[src/pkg/mbs_pkg.sv]
// constants for the monitor block status builder (bits 15..0)
// assumes one 200 MHz clock and a plain register port
package mbs_pkg;
	// block status word bit positions
	localparam int BIT_CW_CONTENT = 0;
	localparam int BIT_CW2_ERR    = 1;
	localparam int BIT_RRGSA      = 2;
	localparam int BIT_WORD_ERR   = 3;
	localparam int BIT_SYNC_ERR   = 4;
	localparam int BIT_LEN_ERR    = 5;
	localparam int BIT_STAT_SET   = 6;
	localparam int BIT_ROLLOVER   = 7;
	localparam int BIT_GOOD       = 8;
	localparam int BIT_TIMEOUT    = 9;
	localparam int BIT_GAP        = 10;
	localparam int BIT_RTRT       = 11;
	localparam int BIT_ERR_SUM    = 12;
	localparam int BIT_BUS        = 13;
	localparam int BIT_BEGIN      = 14;
	localparam int BIT_END        = 15;
	// command word fields
	localparam int CW_RTA_HI = 15;
	localparam int CW_RTA_LO = 11;
	localparam int CW_TR     = 10;
	localparam int CW_SA_HI  = 9;
	localparam int CW_SA_LO  = 5;
	localparam int CW_MC_MSB = 4;
	localparam logic [4:0] SA_MODE_LO = 5'h00;
	localparam logic [4:0] SA_MODE_HI = 5'h1F;
	// register indexes
	localparam logic [3:0] REG_CONFIG   = 4'h0;
	localparam logic [3:0] REG_LIVE     = 4'h1;
	localparam logic [3:0] REG_IRQ_STAT = 4'h2;
	localparam logic [3:0] REG_IRQ_MASK = 4'h3;
	localparam logic [3:0] REG_LAST     = 4'h4;
	localparam int CFG_TMO_HI = 15;
	localparam int CFG_TMO_LO = 14;
	localparam logic [15:0] CONFIG_RST   = 16'h0000;
	localparam logic [2:0]  IRQ_MASK_RST = 3'h0;
	localparam int IRQ_DONE = 0;
	localparam int IRQ_ERR  = 1;
	localparam int IRQ_TMO  = 2;
	// timing
	localparam int CLK_MHZ      = 200;
	localparam int US_CYC       = CLK_MHZ;
	localparam int BEGIN_DLY_NS  = 3500;
	localparam int BEGIN_DLY_CYC = (BEGIN_DLY_NS * CLK_MHZ) / 1000;
	localparam int TMO_US_SEL0  = 15;
	localparam int TMO_US_SEL1  = 20;
	localparam int TMO_US_SEL2  = 50;
	localparam int TMO_US_SEL3  = 130;
endpackage

[src/rtl/mbs_resp_timer.sv]
// response timeout timer counting whole microseconds
// assumes start and stop are one-cycle pulses from same-clock logic
`timescale 1ns/1ps
module mbs_resp_timer
(
	// clock and reset
	input  wire logic       sys_clk_i,
	input  wire logic       srst_i,
	// control
	input  wire logic       start_i,
	input  wire logic       stop_i,
	input  wire logic [1:0] sel_i,
	// result
	output logic            expire_o
);
	logic [7:0] div_r;
	logic [7:0] us_r;
	logic [7:0] lim;
	logic       run_r;
	logic       tick;

	always_comb
	begin
		unique case (sel_i)
			2'h0: lim = 8'(mbs_pkg::TMO_US_SEL0);
			2'h1: lim = 8'(mbs_pkg::TMO_US_SEL1);
			2'h2: lim = 8'(mbs_pkg::TMO_US_SEL2);
			2'h3: lim = 8'(mbs_pkg::TMO_US_SEL3);
		endcase
	end

	// divider restarts on start so the first tick is a full microsecond
	assign tick = run_r && (div_r == 8'(mbs_pkg::US_CYC - 1));

	always_ff @(posedge sys_clk_i)
	begin
		if (srst_i || start_i || tick)
			div_r <= 8'h00;
		else if (run_r)
			div_r <= div_r + 8'h01;
	end

	always_ff @(posedge sys_clk_i)
	begin
		if (srst_i)
		begin
			run_r    <= 1'b0;
			us_r     <= 8'h00;
			expire_o <= 1'b0;
		end
		else
		begin
			expire_o <= 1'b0;
			if (start_i)
			begin
				run_r <= 1'b1;
				us_r  <= 8'h00;
			end
			else if (stop_i)
				run_r <= 1'b0;
			else if (tick)
			begin
				us_r <= us_r + 8'h01;
				if (us_r + 8'h01 == lim)
				begin
					run_r    <= 1'b0;
					expire_o <= 1'b1;
				end
			end
		end
	end
endmodule

[src/rtl/mbs_status_builder.sv]
// builds the per-message block status word and writes it to the buffer
// assumes decoder events are same-clock pulses, one message at a time
`timescale 1ns/1ps
module mbs_status_builder
(
	// clock and reset
	input  wire logic        sys_clk_i,
	input  wire logic        srst_i,
	// register port
	input  wire logic [3:0]  reg_addr_i,
	input  wire logic [15:0] reg_wdata_i,
	input  wire logic        reg_wr_i,
	input  wire logic        reg_rd_i,
	output logic [15:0]      reg_rdata_o,
	output logic             irq_o,
	// command words from the decoder
	input  wire logic        cmd_valid_i,
	input  wire logic        cmd2_valid_i,
	input  wire logic [15:0] cmd_word_i,
	input  wire logic        cmd2_sync_err_i,
	input  wire logic        bus_b_i,
	input  wire logic        filter_pass_i,
	// status response
	input  wire logic        resp_wait_i,
	input  wire logic        status_rx_i,
	input  wire logic        status_busy_i,
	input  wire logic        msg_end_i,
	// lower error events
	input  wire logic        cw_content_err_i,
	input  wire logic        rrgsa_err_i,
	input  wire logic        word_err_i,
	input  wire logic        sync_err_i,
	input  wire logic        length_err_i,
	input  wire logic        status_set_i,
	input  wire logic        rollover_i,
	input  wire logic        gap_err_i,
	// buffer write
	output logic             word_wr_o,
	output logic [15:0]      block_status_word_o,
	output logic             message_begin_flag_o
);
	////////////////////////////////////////////////////////////////////
	// message state

	logic        active_r;
	logic        tx_r;
	logic        busy_r;
	logic [4:0]  rta1_r;
	logic        bus_select_flag_r;
	logic        terminal_to_terminal_flag_r;
	logic        illegal_gap_flag_r;
	logic        timeout_flag_r;
	logic        error_summary_flag_r;
	logic [7:0]  low_r;
	logic [9:0]  beg_cnt_r;
	logic        beg_run_r;
	logic [15:0] config_r;
	logic [2:0]  irq_stat_r;
	logic [2:0]  irq_mask_r;
	logic [15:0] last_r;
	logic        tmo_exp;
	logic        cmd_start;
	logic        supersede;
	logic        finish;
	logic        rx_mode_undef;
	logic        cw2_hard;
	logic        cw2_soft;
	logic        len_ok;
	logic [7:0]  low_set;
	logic        sum_set;
	logic [15:0] final_word;

	// a second command never opens a message by itself
	assign cmd_start = cmd_valid_i && !cmd2_valid_i;
	// an end in the same cycle closes cleanly, so no cut is counted
	assign supersede = cmd_start && active_r && !msg_end_i;
	assign finish    = (active_r && msg_end_i) || supersede;

	////////////////////////////////////////////////////////////////////
	// error decode

	// undefined receive mode code: T/R low, mode subaddress, code 0..15
	assign rx_mode_undef = cmd_start && !cmd_word_i[mbs_pkg::CW_TR]
		&& (cmd_word_i[mbs_pkg::CW_SA_HI:mbs_pkg::CW_SA_LO] == mbs_pkg::SA_MODE_LO
		|| cmd_word_i[mbs_pkg::CW_SA_HI:mbs_pkg::CW_SA_LO] == mbs_pkg::SA_MODE_HI)
		&& !cmd_word_i[mbs_pkg::CW_MC_MSB];

	// a receive second command or a bad sync is a real fault
	assign cw2_hard = cmd2_valid_i && (!cmd_word_i[mbs_pkg::CW_TR] || cmd2_sync_err_i);
	assign cw2_soft = cmd2_valid_i
		&& (cmd_word_i[mbs_pkg::CW_SA_HI:mbs_pkg::CW_SA_LO] == mbs_pkg::SA_MODE_LO
		|| cmd_word_i[mbs_pkg::CW_SA_HI:mbs_pkg::CW_SA_LO] == mbs_pkg::SA_MODE_HI
		|| cmd_word_i[mbs_pkg::CW_RTA_HI:mbs_pkg::CW_RTA_LO] == rta1_r);

	// busy or a transmit timeout never counts as a length error
	assign len_ok = length_err_i && !busy_r && !status_busy_i
		&& !(tx_r && (timeout_flag_r || tmo_exp));

	always_comb
	begin
		low_set = 8'h00;
		// a superseding command's own mode code belongs to the next word
		low_set[mbs_pkg::BIT_CW_CONTENT] = cw_content_err_i;
		low_set[mbs_pkg::BIT_CW2_ERR]    = cw2_hard || cw2_soft;
		low_set[mbs_pkg::BIT_RRGSA]      = rrgsa_err_i;
		low_set[mbs_pkg::BIT_WORD_ERR]   = word_err_i;
		low_set[mbs_pkg::BIT_SYNC_ERR]   = sync_err_i;
		low_set[mbs_pkg::BIT_LEN_ERR]    = len_ok;
		low_set[mbs_pkg::BIT_STAT_SET]   = status_set_i;
		low_set[mbs_pkg::BIT_ROLLOVER]   = rollover_i;
	end

	// mode-code and same-address second commands stay out of the summary
	assign sum_set = gap_err_i || tmo_exp || len_ok || sync_err_i || word_err_i
		|| rrgsa_err_i
		|| cw2_hard
		|| cw_content_err_i
		|| supersede;

	////////////////////////////////////////////////////////////////////
	// response timer

	// a close with no response wait in the same cycle stops the timer, so a stale expiry cannot hit the next message
	mbs_resp_timer u_timer
	(
		.sys_clk_i (sys_clk_i),
		.srst_i    (srst_i),
		.start_i   (resp_wait_i && active_r),
		.stop_i    (status_rx_i || finish),
		.sel_i     (config_r[mbs_pkg::CFG_TMO_HI:mbs_pkg::CFG_TMO_LO]),
		.expire_o  (tmo_exp)
	);

	////////////////////////////////////////////////////////////////////
	// flag accumulation

	always_ff @(posedge sys_clk_i)
	begin
		if (srst_i)
		begin
			active_r <= 1'b0;
			tx_r     <= 1'b0;
			rta1_r   <= 5'h00;
			busy_r   <= 1'b0;
		end
		else
		begin
			if (cmd_start)
			begin
				active_r <= 1'b1;
				tx_r     <= cmd_word_i[mbs_pkg::CW_TR];
				rta1_r   <= cmd_word_i[mbs_pkg::CW_RTA_HI:mbs_pkg::CW_RTA_LO];
				busy_r   <= 1'b0;
			end
			else
			begin
				if (finish)
					active_r <= 1'b0;
				if (cmd2_valid_i)
					tx_r <= 1'b1;
				if (status_rx_i && status_busy_i)
					busy_r <= 1'b1;
			end
		end
	end

	always_ff @(posedge sys_clk_i)
	begin
		if (srst_i)
			bus_select_flag_r <= 1'b0;
		else if (cmd_start)
			bus_select_flag_r <= bus_b_i;
	end

	always_ff @(posedge sys_clk_i)
	begin
		if (srst_i || cmd_start)
			terminal_to_terminal_flag_r <= 1'b0;
		else if (cmd2_valid_i && active_r)
			terminal_to_terminal_flag_r <= 1'b1;
	end

	// error bits restart with each new command
	always_ff @(posedge sys_clk_i)
	begin
		if (srst_i)
		begin
			low_r                <= 8'h00;
			illegal_gap_flag_r   <= 1'b0;
			timeout_flag_r       <= 1'b0;
			error_summary_flag_r <= 1'b0;
		end
		else if (cmd_start)
		begin
			low_r <= 8'h00;
			low_r[mbs_pkg::BIT_CW_CONTENT] <= rx_mode_undef;
			illegal_gap_flag_r   <= 1'b0;
			timeout_flag_r       <= 1'b0;
			error_summary_flag_r <= 1'b0;
		end
		else if (active_r)
		begin
			low_r <= low_r | low_set;
			if (gap_err_i)
				illegal_gap_flag_r <= 1'b1;
			if (tmo_exp)
				timeout_flag_r <= 1'b1;
			if (sum_set)
				error_summary_flag_r <= 1'b1;
		end
	end

	////////////////////////////////////////////////////////////////////
	// start-of-message delay

	always_ff @(posedge sys_clk_i)
	begin
		if (srst_i)
		begin
			beg_run_r <= 1'b0;
			beg_cnt_r <= 10'h000;
			message_begin_flag_o <= 1'b0;
		end
		else if (cmd_start)
		begin
			// unfiltered messages never start the count, so the flag stays low
			beg_run_r <= filter_pass_i;
			beg_cnt_r <= 10'h000;
			message_begin_flag_o <= 1'b0;
		end
		else if (finish)
		begin
			beg_run_r <= 1'b0;
			message_begin_flag_o <= 1'b0;
		end
		else if (beg_run_r)
		begin
			beg_cnt_r <= beg_cnt_r + 10'h001;
			// compare two short: start edge and flag register supply the rest
			if (beg_cnt_r == 10'(mbs_pkg::BEGIN_DLY_CYC - 2))
			begin
				beg_run_r <= 1'b0;
				message_begin_flag_o <= 1'b1;
			end
		end
	end

	////////////////////////////////////////////////////////////////////
	// final word, taken from this cycle's events as well as the stored flags

	always_comb
	begin
		final_word = 16'h0000;
		final_word[7:0] = low_r | low_set;
		final_word[mbs_pkg::BIT_GAP]     = illegal_gap_flag_r || gap_err_i;
		final_word[mbs_pkg::BIT_TIMEOUT] = timeout_flag_r || tmo_exp;
		final_word[mbs_pkg::BIT_RTRT]    = terminal_to_terminal_flag_r;
		final_word[mbs_pkg::BIT_ERR_SUM] = error_summary_flag_r || sum_set;
		final_word[mbs_pkg::BIT_GOOD]    = !(error_summary_flag_r || sum_set);
		final_word[mbs_pkg::BIT_BUS]     = bus_select_flag_r;
		final_word[mbs_pkg::BIT_BEGIN]   = 1'b0;
		final_word[mbs_pkg::BIT_END]     = 1'b1;
	end

	// word goes out one cycle after the finish so nothing is half-evaluated
	always_ff @(posedge sys_clk_i)
	begin
		if (srst_i)
		begin
			word_wr_o           <= 1'b0;
			block_status_word_o <= 16'h0000;
		end
		else
		begin
			word_wr_o <= finish;
			if (finish)
				block_status_word_o <= final_word;
		end
	end

	always_ff @(posedge sys_clk_i)
	begin
		if (srst_i)
			last_r <= 16'h0000;
		else if (finish)
			last_r <= final_word;
	end

	////////////////////////////////////////////////////////////////////
	// registers and interrupt

	always_ff @(posedge sys_clk_i)
	begin
		if (srst_i)
		begin
			config_r   <= mbs_pkg::CONFIG_RST;
			irq_mask_r <= mbs_pkg::IRQ_MASK_RST;
		end
		else if (reg_wr_i)
		begin
			if (reg_addr_i == mbs_pkg::REG_CONFIG)
				config_r <= reg_wdata_i;
			if (reg_addr_i == mbs_pkg::REG_IRQ_MASK)
				irq_mask_r <= reg_wdata_i[2:0];
		end
	end

	// a new event in the read cycle survives the read-clear
	always_ff @(posedge sys_clk_i)
	begin
		if (srst_i)
			irq_stat_r <= 3'h0;
		else
		begin
			irq_stat_r <= ((reg_rd_i && reg_addr_i == mbs_pkg::REG_IRQ_STAT)
				? 3'h0 : irq_stat_r)
				| {tmo_exp, finish && final_word[mbs_pkg::BIT_ERR_SUM], finish};
		end
	end

	// level output: stays up until the status read clears it
	assign irq_o = |(irq_stat_r & irq_mask_r);

	always_ff @(posedge sys_clk_i)
	begin
		if (srst_i)
			reg_rdata_o <= 16'h0000;
		else if (reg_rd_i)
		begin
			unique case (reg_addr_i)
				mbs_pkg::REG_CONFIG:   reg_rdata_o <= config_r;
				mbs_pkg::REG_LIVE:     reg_rdata_o <= {1'b0, message_begin_flag_o,
					bus_select_flag_r, error_summary_flag_r,
					terminal_to_terminal_flag_r, illegal_gap_flag_r,
					timeout_flag_r, 1'b0, low_r};
				mbs_pkg::REG_IRQ_STAT: reg_rdata_o <= {13'h0000, irq_stat_r};
				mbs_pkg::REG_IRQ_MASK: reg_rdata_o <= {13'h0000, irq_mask_r};
				mbs_pkg::REG_LAST:     reg_rdata_o <= last_r;
				default:               reg_rdata_o <= 16'h0000;
			endcase
		end
		else
			reg_rdata_o <= 16'h0000;
	end
endmodule

[config.mk]
export PLATFORM = sky130hd
export DESIGN_NAME = mbs_status_builder
export DESIGN_NICKNAME = d
export VERILOG_FILES = /design/src/pkg/mbs_pkg.sv /design/src/rtl/mbs_resp_timer.sv /design/src/rtl/mbs_status_builder.sv
export SDC_FILE = /design/constraint.sdc
export NUM_CORES = 1
export LEC_CHECK = 0
export ABC_AREA = 1
export ABC_CLOCK_PERIOD_IN_PS = 1700
export BUFFER_PORTS_ARGS = -buffer_cell sky130_fd_sc_hd__buf_4
export CORE_MARGIN = 4
export CORE_UTILIZATION = 55
export DETAILED_ROUTE_END_ITERATION = 10
export MAX_ROUTING_LAYER = met4
export PLACE_DENSITY = 0.8
export SKIP_LAST_GASP = 1
export SLEW_MARGIN = 20
export SYNTH_ARGS = -nofsm -noshare
export SYNTH_HDL_FRONTEND = slang
export SYNTH_SLANG_ARGS = --single-unit
[constraint.sdc]
create_clock -name sys_clk_i -period 1.7 [get_ports sys_clk_i]
set_input_delay 0.17 -clock sys_clk_i [delete_from_list [all_inputs] [get_ports sys_clk_i]]
set_output_delay 0.17 -clock sys_clk_i [all_outputs]
set_load 0.01 [all_outputs]
### Word level (Yosys, flattened, before mapping)

Cells that the tools add are included.

| word-level totals | value |
|---|---|
| flip-flop bits (word level) | 105 |
| input bits | 57 |
| output and inout port bits | 35 |
| logic and storage cells | 134 |

| operators by class | value |
|---|---|
| add/subtract/negate cells | 3 |
| equality and inequality tests | 12 |
| multiplexer cells | 18 |
| bitwise gates (word level) | 7 |
| reductions and logical operators | 70 |

Operator list:

| operator | number |
|---|---|
| 16-bit one-hot mux with 5 select lines | 1 |
| 8-bit one-hot mux with 4 select lines | 1 |
| 1-bit logical OR | 20 |
| 1-bit logical AND | 19 |
| 2-bit AND reduction | 9 |
| 8-bit by 1-bit adder with 8-bit output, second input constant | 2 |
| 1-bit two-way mux | 15 |
| 10-bit by 1-bit adder with 10-bit output, second input constant | 1 |
| 10-bit == test, second input constant | 1 |
| 4-bit by 2-bit == test with 1-bit output, second input constant | 2 |
| 8-bit == test | 1 |
| 8-bit == test, second input constant | 1 |
| 1-bit logical NOT | 8 |
| 8-bit bitwise OR | 1 |
| 2-bit nonzero test | 3 |
| 3-bit nonzero test | 2 |
| 2-bit OR reduction | 3 |
| 3-bit OR reduction | 2 |
| 5-bit == test | 1 |
| 5-bit == test, second input constant | 1 |
| 5-bit logical NOT | 1 |
| 2-bit == test, second input constant | 2 |
| 4-bit by 1-bit == test with 1-bit output, second input constant | 1 |
| 4-bit by 3-bit == test with 1-bit output, second input constant | 1 |
| 8 further kinds | 11 |

### Longest topological paths before layout

| logic depth | value |
|---|---|
| word-level depth | 14 |
| depth in mapped cells | 12 |
| mapped depth without buffers | 12 |

### By module

Synthesis repeated with hierarchy kept, for this count alone.

| unflattened totals | value |
|---|---|
| cell total of the unflattened synthesis | 657 |
| area total of the unflattened synthesis | 4,793.3 um^2 |

By module, submodules not included:

| module | times used | cells an instance | area an instance (um^2) | seq. area each (um^2) |
|---|---|---|---|---|
| mbs_status_builder | 1 | 493 | 3,682.3 | 1,741.7 |
| mbs_resp_timer | 1 | 164 | 1,111.1 | 360.3 |

### Least setup slack after synthesis

OpenSTA, ideal clock, no wires.

| timing path | value |
|---|---|
| path kind | register to register |
| start | reg u_timer.us_r[0] |
| end | reg u_timer.run_r |
| library setup time | 0.132 ns |
| arrival | 1.274 ns |
| required time | 1.568 ns |
| setup slack | 0.294 ns |
| stages on the path, launching flop included | 11 |
| path buffers | 0 |
| period minus slack after synthesis | 1.406 ns |
| path through | dfxtp_1 > ha_1 > nand3_1 > o21ai_0 > nand2_1 > nor2_1 > nand2_1 > nor2_1 > nand3_1 > nand2_1 > a21oi_1 |

| on the way | value |
|---|---|
| longest elaborated chain between the ends | 4 |

Ends and longest elaborated chain:

| what | RTL line | text |
|---|---|---|
| from (decl) | mbs_resp_timer.sv:17 | `logic [7:0] us_r;` |
| from (signal assigned) | mbs_resp_timer.sv:63 | `us_r <= us_r + 8'h01;` |
| 8-bit by 1-bit adder with 8-bit output | mbs_resp_timer.sv:64 | `if (us_r + 8'h01 == lim)` |
| 8-bit == test | mbs_resp_timer.sv:64 |  |
| 3-bit nonzero test (no line) | -- |  |
| 2-bit AND reduction (no line) | -- |  |
| to (signal assigned) | mbs_resp_timer.sv:56 | `run_r <= 1'b1;` |
| to (signal assigned) | mbs_resp_timer.sv:60 | `run_r <= 1'b0;` |
| to (signal assigned) | mbs_resp_timer.sv:66 | `run_r <= 1'b0;` |
| to (decl) | mbs_resp_timer.sv:19 | `logic run_r;` |

Every way passes these cells.
A chain may end at the register's enable or synchronous reset.

### Worst setup path after layout

| timing path | value |
|---|---|
| start | reg u_timer.us_r[2] |
| end | reg u_timer.run_r |

The elaborated chain is that of the path after synthesis.

==> results.py <==
metrics = {
    "run_status": {
        "status": "completed",
    },
    "setup_path": {
        "cp.arrival_ns": 1.83,
        "critical_path.max_fanout": 7,
        "worst_setup_path_end_kind": "register",
        "worst_setup_path_start_kind": "register",
        "critPathKind": "register to register",
        "required_ns": 1.94,
        "r2r.worst_path.cells": 9,
    },
    "cts": {
        "clk_pin_slew_worst_paths_ns": 0.10,
        "clockBufferDepth": 2,
        "clk_latency_ns": 0.36,
        "cts_tree": "done",
        "cts-root-buf": "clkbuf_8",
        "cts.htree.levels": 3,
        "cts.sink_count": 105,
        "cts_inserted_buffers": 9,
    },
    "timing": {
        "slew_viol_final": 0,
        "setup_viol": 0,
        "timing.final.crit_period_ns": 1.59,
        "fin_ws_ns": 0.111,
        "worst_slew_pin_slew_ns": 0.701,
        "max_freq_ghz": 0.630,
        "rsz0062_at_grt": "yes",
        "fin_tns_setup_ns": 0,
        "period_share_pct": 93.4,
        "hold_viol_final": 0,
        "finClkSkew_ns": 0.0105,
        "relSlewSlack_pct": 53.1,
    },
    "logic_synthesis": {
        "synthArstFlopShare_pct": 0,
        "ys_warn_count": 0,
        "synth_seq_cells": 105,
        "yosysUniqueCellTypes": 41,
        "syn_area_per_cell_sq_um": 7.56,
        "synth_most_common_cell": "dfxtp_1",
        "synth-edff-count": 0,
        "synth-main-ff-cell": "dfxtp_1",
        "syn_nets": 676,
        "yosysSeqAreaShare_pct": 45.6,
        "synthTopCellsByCount": "dfxtp_1 (105), inv_1 (91), nand2_1 (83)",
        "synth_top_area_share_pct": 45.6,
        "netlist_instances": 610,
        "synth_top_cell_by_area": "dfxtp_1",
        "syn_area_sq_um": 4610,
        "synth_area_leaders": "dfxtp_1 (46%), inv_1 (7.4%), a21oi_1 (7.2%)",
    },
    "global_route": {
        "grt_pass1_vias": 4163,
        "antenna_found_initial": 0,
        "grt_max_degree": 33,
        "grt_usage_pct": 24.2,
        "grt_pass1_wl_microns": 18900,
        "grt_overflow_total": 0,
    },
    "final_layout": {
        "stdcell_area_sq_um": 5610,
        "area_growth_syn_to_layout_pct": 21.6,
        "drive_gt1_share_pct": 20.5,
        "finalNonFillerCells": 809,
        "fillers": 697,
        "num_antenna_cells": 0,
        "final_nets": 766,
        "multiInputGateArea_sq_um": 2060,
        "final-seq-area_sq_um": 2110,
    },
    "routing": {
        "drt-initial-drc-count": 197,
        "wl_per_cell_microns": 14.1,
        "ant_nets": 0,
        "num_vias": 4354,
        "first_pass_iters": 4,
        "drc": 0,
        "routed_wl_microns": 11400,
        "viasPerCell": 5.38,
    },
    "die": {
        "die_h_microns": 99.6,
        "start_util_pct": 56.4,
        "dieArea_sq_um": 9920,
        "die_w_microns": 99.6,
        "io_pins": 92,
        "core_region_area_sq_um": 8180,
        "rows": 33,
    },
    "power_and_ir_drop": {
        "vdd_drop_max_v": 0.000563,
        "power_leakage_nw": 2.30,
        "power.density_nw_per_um2": 813,
    },
    "place": {
        "placed_area_sq_um": 5380,
        "placed_cells": 791,
        "io_buffers": 86,
        "dp_slack_ns": 0.0769,
        "place.gp.congestion": 0.950,
        "place_hpwl_microns": 8570,
    },
    "run": {
        "maxCapViolCount": 0,
    },
    "hold_path": {
        "hold_class": "primary input to register",
        "hold_depth": 3,
    },
}
-- repair_timing --
item                                    in CTS  in global routing
endpoints found under the setup margin       0                  7
buffers inserted                             0                  3
resized for setup                            0                  8
hold buffers                                 0                  0
-- placed cells by master, fill, tap and decap left out, types with 4 or more instances in the layout --
cell / Yosys / layout
o21ai_0: 51 / 50
dfxtp_1: 105 / 102
nand4_1: 8 / 8
nand3_1: 24 / 24
a21oi_1: 66 / 66
inv_2: 6 / 7
o221ai_1: 8 / 8
nand2_1: 83 / 82
inv_1: 91 / 89
a211oi_1: 12 / 12
nor3_1: 16 / 16
o22ai_1: 6 / 6
buf_4: 1 / 99
ha_1: 9 / 8
clkbuf_8: 0 / 10
xor2_1: 4 / 4
nor2_2: 5 / 5
xnor2_1: 5 / 5
nor2_1: 59 / 59
-- sequential cells by signal (all words and copies together) (netlist names), 5 cells and up --
signal,flops
beg_cnt_r,10
config_r,16
reg_rdata_o,16
rta1_r,5
low_r,8
u_timer.div_r,8
block_status_word_o,15
u_timer.us_r,8
-- through the flow --
| step | hold slack, ns | utilization [%] | total power [mW] |
|---|---|---|---|
| CTS | 0.0265 | 68.2 | 4.58 |
| detailed placement | 0.413 | 65.8 | 3.06 |
| global placement | 0.410 | 65.8 | 3.05 |
| global route | 0.0382 | 68.6 | 4.77 |
| floorplan | 0.311 | - | 2.84 |
| finish | 0.0429 | 68.6 | 4.56 |
-- worst paths after layout --
kind | slack [ns] | endpoint | startpoint
worst max-delay path | 0.11 | u_timer.run_r | u_timer.us_r[2]
worst min-delay path | 0.04 | beg_run_r | filter_pass_i
worst max register to register | 0.11 | u_timer.run_r | u_timer.us_r[2]
worst min register to register | 0.46 | config_r[2] | config_r[2]
-- per-layer routing --
metal  wire length [microns]  track usage [%]
met1                    4730             28.3
met2                    5850             41.9
met3                     644             4.98
met4                     160             7.04
met5                       0                -
-- report_power, final --
group | internal, mW | switching (mW)
Combinational | 0.204 | 0.249
Sequential | 2.52 | 0.0435
Clock | 0.717 | 0.832
Total | 3.44 | 1.12
-- worst max-delay path, stage by stage (launching register included) --
cell,delay [ns]
dfxtp_1,0.46
nand2_1,0.08
nor2_1,0.18
nand2_1,0.13
a21oi_1,0.18
nor2_1,0.07
nor2_1,0.14
nand3_1,0.09
nand2_1,0.07
a21oi_1,0.06
-- cells by family (layout without fill, tap and decap cells) --
| family | count (synthesis) | count (layout) | synth area share, % |
|---|---|---|---|
| xor+xnor | 9 | 9 | 1.71 |
| fa+ha+maj | 9 | 9 | 2.44 |
| flops | 105 | 105 | 45.6 |
| compound gates | 154 | 154 | 18.6 |
| buf+inv | 118 | 212 | 9.87 |
| simple gates | 214 | 214 | 21.7 |
| other cells | 1 | 1 | 0.0813 |
-- layout make-up --
cell class	count	share of cell area, %
clock buffers	11	2.52
clock inverters	4	0.959
inverters	98	6.67
multi-input cells	387	36.7
flip-flops and latches	105	37.5
well taps	105	2.34
repair buffers	99	13.2
Note: power is estimated with default switching activity, not from simulation.
